===== src/autoneg_partner_pkg.sv =====
// Functional notes
// - base bit 15: partner wants next pages
// - base bit 14: partner acknowledged FLP bursts
// - base bit 13: partner reports fault
// - base bits 12:5: partner technology abilities
// - base bits 4:0: partner selector code
// - next-page bit 15: more pages follow
// - next-page bit 14: partner acknowledged code word
// - next-page bit 13: message versus unformatted page
// - next-page bit 12: partner can comply
// - next-page bit 11: partner sync toggle
// - next-page bits 10:0: 11-bit code field
// - expansion bit 4 latches parallel detection fault
// - fault flag clears only on expansion read
// - expansion bit 3: partner next-page capable
// - expansion bit 2 always reads one
// - expansion bit 1 latches on next page received
// - expansion bit 0: partner negotiation capable
// - contents valid once complete; restart clears page words and expansion bit 3
// - technology bit 8 is 100BASE-TX full duplex
package autoneg_partner_pkg;

  // ----------------------------------------------------------------
  // register addresses
  // ----------------------------------------------------------------
  localparam logic [4:0] partner_ability_addr   = 5'h05;
  localparam logic [4:0] expansion_status_addr  = 5'h06;

  // ----------------------------------------------------------------
  // partner ability fields
  // ----------------------------------------------------------------
  localparam int partner_more_pages_bit        = 15;
  localparam int partner_acknowledge_bit       = 14;
  localparam int partner_fault_flag_bit        = 13;
  localparam int partner_technology_msb        = 12;
  localparam int partner_technology_lsb        = 5;
  localparam int partner_selector_msb          = 4;
  localparam int partner_selector_lsb          = 0;
  localparam int partner_message_page_bit      = 13;
  localparam int partner_comply_bit            = 12;
  localparam int partner_sync_toggle_bit       = 11;
  localparam int page_code_msb                 = 10;
  localparam int page_code_lsb                 = 0;
  localparam logic [4:0] ieee_selector_code    = 5'h01;

  // technology ability bit positions within the 16-bit word
  localparam int tech_100tx_full_bit           = 8;
  localparam int tech_100tx_bit                = 7;
  localparam int tech_10t_full_bit             = 6;
  localparam int tech_10t_bit                  = 5;

  // ----------------------------------------------------------------
  // expansion fields
  // ----------------------------------------------------------------
  localparam int parallel_detection_fault_bit  = 4;
  localparam int partner_extra_page_bit        = 3;
  localparam int local_next_page_bit           = 2;
  localparam int page_received_bit             = 1;
  localparam int partner_negotiation_bit       = 0;

  // ----------------------------------------------------------------
  // reset values
  // ----------------------------------------------------------------
  localparam logic [15:0] page_word_reset      = 16'h0000;
  localparam logic [15:0] read_data_reset      = 16'h0000;

  // ----------------------------------------------------------------
  // carriers
  // ----------------------------------------------------------------
  typedef struct packed {
    logic        read;
    logic        write;
    logic [4:0]  addr;
  } mgmt_req_s;

  typedef struct packed {
    logic        base_page_valid;
    logic        next_page_valid;
    logic [15:0] page_word;
    logic        parallel_fault_event;
    logic        partner_negotiation_capable;
    logic        negotiation_complete;
    logic        negotiation_restart;
  } arb_event_s;

  typedef struct packed {
    logic [15:0] base_word;
    logic [15:0] next_word;
    logic        view_next;
    logic        parallel_detection_fault;
    logic        page_received_flag;
    logic        partner_extra_page_capable;
    logic [15:0] read_data;
    logic        read_valid;
  } regs_state_s;

endpackage : autoneg_partner_pkg


===== src/autoneg_partner_status_regs.sv =====
`timescale 1ns/1ps
`default_nettype none
module autoneg_partner_status_regs
  import autoneg_partner_pkg::*;
(
  // clock and reset
  input  wire logic        clock,
  input  wire logic        rst_n,
  // management interface
  input  wire mgmt_req_s   mgmt_req,
  output logic [15:0]      read_data,
  output logic             read_valid,
  // arbitration side
  input  wire arb_event_s  arb_event,
  // status
  output logic             contents_valid,
  output logic             partner_100tx_full
);

  regs_state_s state;
  regs_state_s next_state;

  logic [15:0] ability_view;
  logic [15:0] expansion_view;
  logic        expansion_read;

  // ----------------------------------------------------------------
  // read views
  // ----------------------------------------------------------------
  always_comb begin
    ability_view = state.view_next ? state.next_word : state.base_word;

    expansion_view = 16'h0000;
    expansion_view[parallel_detection_fault_bit] = state.parallel_detection_fault;
    expansion_view[partner_extra_page_bit] = state.partner_extra_page_capable;
    expansion_view[local_next_page_bit] = 1'b1;
    expansion_view[page_received_bit] = state.page_received_flag;
    expansion_view[partner_negotiation_bit] = arb_event.partner_negotiation_capable;
  end

  assign expansion_read = mgmt_req.read && (mgmt_req.addr == expansion_status_addr);

  // ----------------------------------------------------------------
  // next state
  // ----------------------------------------------------------------
  always_comb begin
    next_state = state;
    next_state.read_valid = mgmt_req.read;

    if (mgmt_req.read) begin
      case (mgmt_req.addr)
        partner_ability_addr: begin
          next_state.read_data = ability_view;
        end
        expansion_status_addr: begin
          next_state.read_data = expansion_view;
        end
        default: begin
          next_state.read_data = read_data_reset;
        end
      endcase
    end

    if (expansion_read) begin
      next_state.parallel_detection_fault = 1'b0;
    end
    if (expansion_read) begin
      next_state.page_received_flag = 1'b0;
    end

    if (arb_event.parallel_fault_event) begin
      next_state.parallel_detection_fault = 1'b1;
    end

    if (arb_event.base_page_valid) begin
      next_state.base_word = arb_event.page_word;
      next_state.view_next = 1'b0;
      next_state.partner_extra_page_capable = arb_event.page_word[partner_more_pages_bit];
    end

    if (arb_event.next_page_valid) begin
      next_state.next_word = arb_event.page_word;
      next_state.view_next = 1'b1;
      next_state.page_received_flag = 1'b1;
    end

    if (arb_event.negotiation_restart) begin
      next_state.base_word = page_word_reset;
      next_state.next_word = page_word_reset;
      next_state.view_next = 1'b0;
      next_state.partner_extra_page_capable = 1'b0;
    end
  end

  // ----------------------------------------------------------------
  // state register
  // ----------------------------------------------------------------
  always_ff @(posedge clock or negedge rst_n) begin
    if (!rst_n) begin
      state <= '{base_word: page_word_reset, next_word: page_word_reset, view_next: 1'b0,
                 parallel_detection_fault: 1'b0, page_received_flag: 1'b0,
                 partner_extra_page_capable: 1'b0, read_data: read_data_reset,
                 read_valid: 1'b0};
    end else begin
      state <= next_state;
    end
  end

  // ----------------------------------------------------------------
  // outputs
  // ----------------------------------------------------------------
  assign read_data          = state.read_data;
  assign read_valid         = state.read_valid;
  assign contents_valid     = arb_event.negotiation_complete;
  assign partner_100tx_full = state.base_word[tech_100tx_full_bit];

endmodule // autoneg_partner_status_regs
`default_nettype wire


===== config.mk =====
export PLATFORM = sky130hd
export DESIGN_NAME = autoneg_partner_status_regs
export DESIGN_NICKNAME = d
export VERILOG_FILES = /design/src/autoneg_partner_pkg.sv /design/src/autoneg_partner_status_regs.sv
export SDC_FILE = /design/constraint.sdc
export NUM_CORES = 1
export LEC_CHECK = 0
export ABC_AREA = 0
export BUFFER_PORTS_ARGS = -buffer_cell sky130_fd_sc_hd__buf_2
export CAP_MARGIN = 5
export CORE_UTILIZATION = 54
export DETAILED_ROUTE_END_ITERATION = 12
export PLACE_DENSITY = 0.79
export SLEW_MARGIN = 40
export SYNTH_ARGS = -nofsm -noshare
export SYNTH_HDL_FRONTEND = slang
export SYNTH_SLANG_ARGS = --single-unit
export TNS_END_PERCENT = 1

===== constraint.sdc =====
create_clock -name clock -period 1.5 [get_ports clock]
set_input_delay 0.3 -clock clock [delete_from_list [all_inputs] [get_ports clock]]
set_output_delay 0.3 -clock clock [all_outputs]
set_load 0.05 [all_outputs]

### After elaboration in Yosys (flattened, before gate mapping)

Cells that the tools add are included.

* equal/unequal tests: 2
* multiplexer cells: 11
* reduce and logical (&&, ||, !) cells: 6

Operators with widths (count)
* two-way mux 33 bit: 1
* two-way mux 16 bit: 2
* one-hot mux 16 bit (2 select lines): 1
* two-way mux 17 bit: 1
* equality test 5 x 3 -> 1 bit (second input constant): 2
* nonzero test 2 bit: 4
* two-way mux 1 bit: 6
* nonzero test 3 bit: 1
* logical AND 1 bit: 1

* output and inout port bits: 19
* word-level logic and storage cells: 27
* register bits after elaboration: 53

### Longest topological paths before layout

* word-level depth: 4
* depth in mapped cells: 4
* depth with buffers taken out: 3

### Least setup slack after synthesis

Ideal clock, no wire load.

* path type: flip-flop to flip-flop
* from: register state[20] (netlist name)
* to: register state (netlist bit read_data[8])
* arrival time: 1.079 ns
* buffers on the path: 2
* stages on the path, launching flop included: 5
* period minus slack after synthesis: 1.222 ns
* slack: 0.278 ns
* data required time: 1.356 ns
* cells stage by stage: dfrtp_1 > buf_2 > buf_2 > mux2i_1 > o22ai_2

* cells in the longest elaborated chain, start to end: 2

Ends and longest elaborated chain
* from (decl): RTL line autoneg_partner_status_regs.sv:20 `regs_state_s state;`
* from (signal assigned): RTL line autoneg_partner_status_regs.sv:100 `state <= '{base_word: page_word_reset, next_word: page_word_reset, view_next: 1'b0,`
* from (signal assigned): RTL line autoneg_partner_status_regs.sv:105 `state <= next_state;`
* two-way mux 16 bit: RTL line autoneg_partner_status_regs.sv:31 `ability_view = state.view_next ? state.next_word : state.base_word;`
* one-hot mux 16 bit (2 select lines): RTL line autoneg_partner_status_regs.sv:51 `case (mgmt_req.addr)`

No other way between the ends.
A chain may end at the register's enable or synchronous reset.

### Worst setup path in the final report

* from: register state (netlist bit partner_100tx_full)
* to: output port partner_100tx_full

RTL lines
* to (decl): RTL line autoneg_partner_status_regs.sv:17 `output logic partner_100tx_full`

No word-level cell between the ends.

==> results.md <==
- Syn. warnings: 0
- Die X: 69.03 um
- Slowest stage delay, CP: 0.38 ns
- Min-Delay Path Class: input port to flop
- Setup crit end kind: primary output
- NumNets Final: 267
- Post-Route Setup TNS: 0 ns
- Share of layout cells above drive strength 1: 30.08%
- Clk slew on worst S/H paths: 0.08 ns
- EDFF count, synth: 0
- Rel. slew slack: 61.96%
- Iteration-0 DRC Markers: 110
- Vias: 1480
- Final wirelength: 4109 um
- Drt drc: 0
- Clock net sink count: 52
- Prevailing post-synth register cell: dfrtp_1
- Syn Area/Cell: 11.83 sq um
- Kind of cell adding the most delay to the critical path: flip-flops
- Boundary pin count: 50
- Synth top area cells: dfrtp_1 (54%), mux2i_1 (20%), buf_4 (5.9%)
- Peak supply drop: 0.5721 mV
- Sw frac: 24.38%
- Latest clock arrival within the worst-skew pair: 0.30 ns
- Post-Syn Nets: 236
- Min Hold Slack: 0.1762 ns
- WP buf/inv: 1
- Site Rows: 24
- Area of the mapped netlist: 2426 sq um
- Startpoint Class: flop
- Non-filler cells, final: 288
- Static Leak: 0.001415 uW
- Final setup viols: 0
- Max-Cap Viols: 0
- Commonest cells in the netlist: dfrtp_1 (52), mux2i_1 (48), nor2_1 (33), buf_4 (19), inv_1 (17)
- Per-cell routed wire length: 14.27 um
- Layout area overhead: 12.02%
- GRT overflow: 0
- Final hold violations: 0
- Total number of H-tree levels: 2
- Placer Congestion: 0.7206
- Final ANT Viol Nets: 0
- Fin crit period: 1.252 ns
- Setup CP Type: flop to primary output
- Seq cells post-synth: 52
- Worst-path cell chain: buf_2
- Initial antenna violation count: 0
- DP HPWL: 2906 um
- Switching pwr: 647.4 uW
- First-pass GRT wire length: 7031 um
- CORE AREA: 4324 sq um
- Int Pwr: 2008 uW
- N_diodes: 0
- Critical Path AT: 0.95 ns
- Outcome: finished, final reports clean
- Mapped Cells: 205
- Via density: 5.139
- Drt pass-1 iters: 4
- Count of cell types in the netlist: 18
- RSZ-0062 raised after global routing: false
- Max Buffers Root-to-Sink: 2
- Placed insts: 280
- Seq/Total Area, Yosys: 53.64%
- Total track usage: 18.76%
- Largest net degree at the start of global routing: 53
- Die ar.: 4764 sq um
- Critical-path top delay cell: dfrtp_1
- CTS tree: yes
- Root Driver: clkbuf_8
- Final Slew Violations: 0
- Max Clock Freq: 798.8 MHz
- Area leader, netlist: dfrtp_1
- Post-synth ARST share: 100.0%
- Place WS: 0.1745 ns
- Share of total power in sequential cells: 56.2%
- Clock skew: 0.003535 ns
- Die Span Y: 69.03 um
- Max FO, Critical Path: 3
- Worst Slack Setup Final: 0.2481 ns
- Slew @ Worst Pin: 0.5706 ns
- Logic pwr share: 12.3%
- Tcrit/Tclk final: 83.46%
- IO Port Bufs: 46
- Most frequent cell after synthesis: dfrtp_1
- Yosys top cell area share: 53.64%
- Pwr Density: 977.1 nW/um^2
- Starting Density: 56.11%
- CTS buffer count: 5
- Vias in the first global route: 1473
- Worst Path Required: 1.20 ns
- Clock group share of total power: 31.5%
[routing by layer]
metal / share of wire, % / global-route usage [%] / vias up
met5: 0 / 0 / -
met4: 2.0 / 8.844 / 0
met3: 3.2 / 3.070 / 7
met2: 46 / 27.72 / 30
met1: 49 / 27.12 / 707
li1: - / - / 736
[cells in the final DEF, fill, tap and decap left out]
master         Yosys  layout
a21oi_1            1       1
mux2i_1           48      48
buf_12             0       3
o22ai_1            1       1
nor2_1            33      33
clkbuf_8           0       7
dlygate4sd3_1      0       1
o22ai_2           10      10
dfrtp_1           52      52
buf_2              4      46
buf_4             19       3
nand2b_1           4       4
nand3b_2           1       1
a21o_1             2       2
o221ai_1           5       5
inv_1             17      17
and4bb_1           1       1
nand3b_4           1       1
[stage by stage]
stage               util [%]  instance area, sq um  power (uW)
CTS                    62.85                  2718        2677
global placement       60.39                  2611        1834
floorplan                  -                  2426        1724
global route           62.85                  2718        2771
finish                 62.85                  2718        2655
detailed placement     60.39                  2611        1846
[power groups by stage]
stage / Combinational (uW) / Clock, uW / Sequential (uW)
global placement: 320 / 0 / 1510
global route: 357 / 915 / 1500
floorplan: 207 / 0 / 1520
detailed placement: 328 / 0 / 1520
CTS: 331 / 855 / 1490
finish: 327 / 837 / 1490
[registers in the layout, indices dropped and copies added (netlist names)]
register / count
expansion_view: 3
partner_100tx_full: 1
read_data: 16
read_valid: 1
state: 31
[logic make-up (layout without fill, tap and decap cells)]
logic type | Yosys count | count (layout) | share of synthesized area, %
DFF | 52 | 52 | 53.64
muxes | 48 | 48 | 19.80
buffers and inverters | 46 | 77 | 10.57
and+or+nand+nor | 40 | 40 | 7.942
AOI/OAI and AO/OA | 19 | 19 | 8.045
[layout make-up]
class                   instances  area, sq um
clock buffers                   7        96.34
fillers                       362         1607
repair buffers                 53        322.8
flip-flops and latches         52         1301
inverters                      17        63.81
well taps                      52        65.06
multi-input cells             107        868.3
[path summary, 6_finish.rpt]
check,startpoint,end,slack [ns],cells past startpoint
worst max register to register,state[20]$_DFFE_PN0P_,read_data[4]$_DFFE_PN0P_,0.26,3
worst min-delay path,arb_event[3],expansion_view[4]$_DFFE_PN0P_,0.18,2
worst min register to register,expansion_view[1]$_DFFE_PN0P_,expansion_view[1]$_DFFE_PN0P_,0.48,1
max in group asynchronous,rst_n,state[32]$_DFFE_PN0P_,0.76,3
worst max-delay path,partner_100tx_full$_DFFE_PN0P_,partner_100tx_full,0.25,1
min in group asynchronous,rst_n,state[37]$_DFFE_PN0P_,0.51,3
[what timing repair did]
item | 4_1_cts | 5_1_grt
hold buffers | 1 | 0
setup buffers | 0 | 0
gates resized for setup | 0 | 0
endpoints found under the hold margin | 52 | 0
No activity file was read; power rests on OpenSTA's default activity.
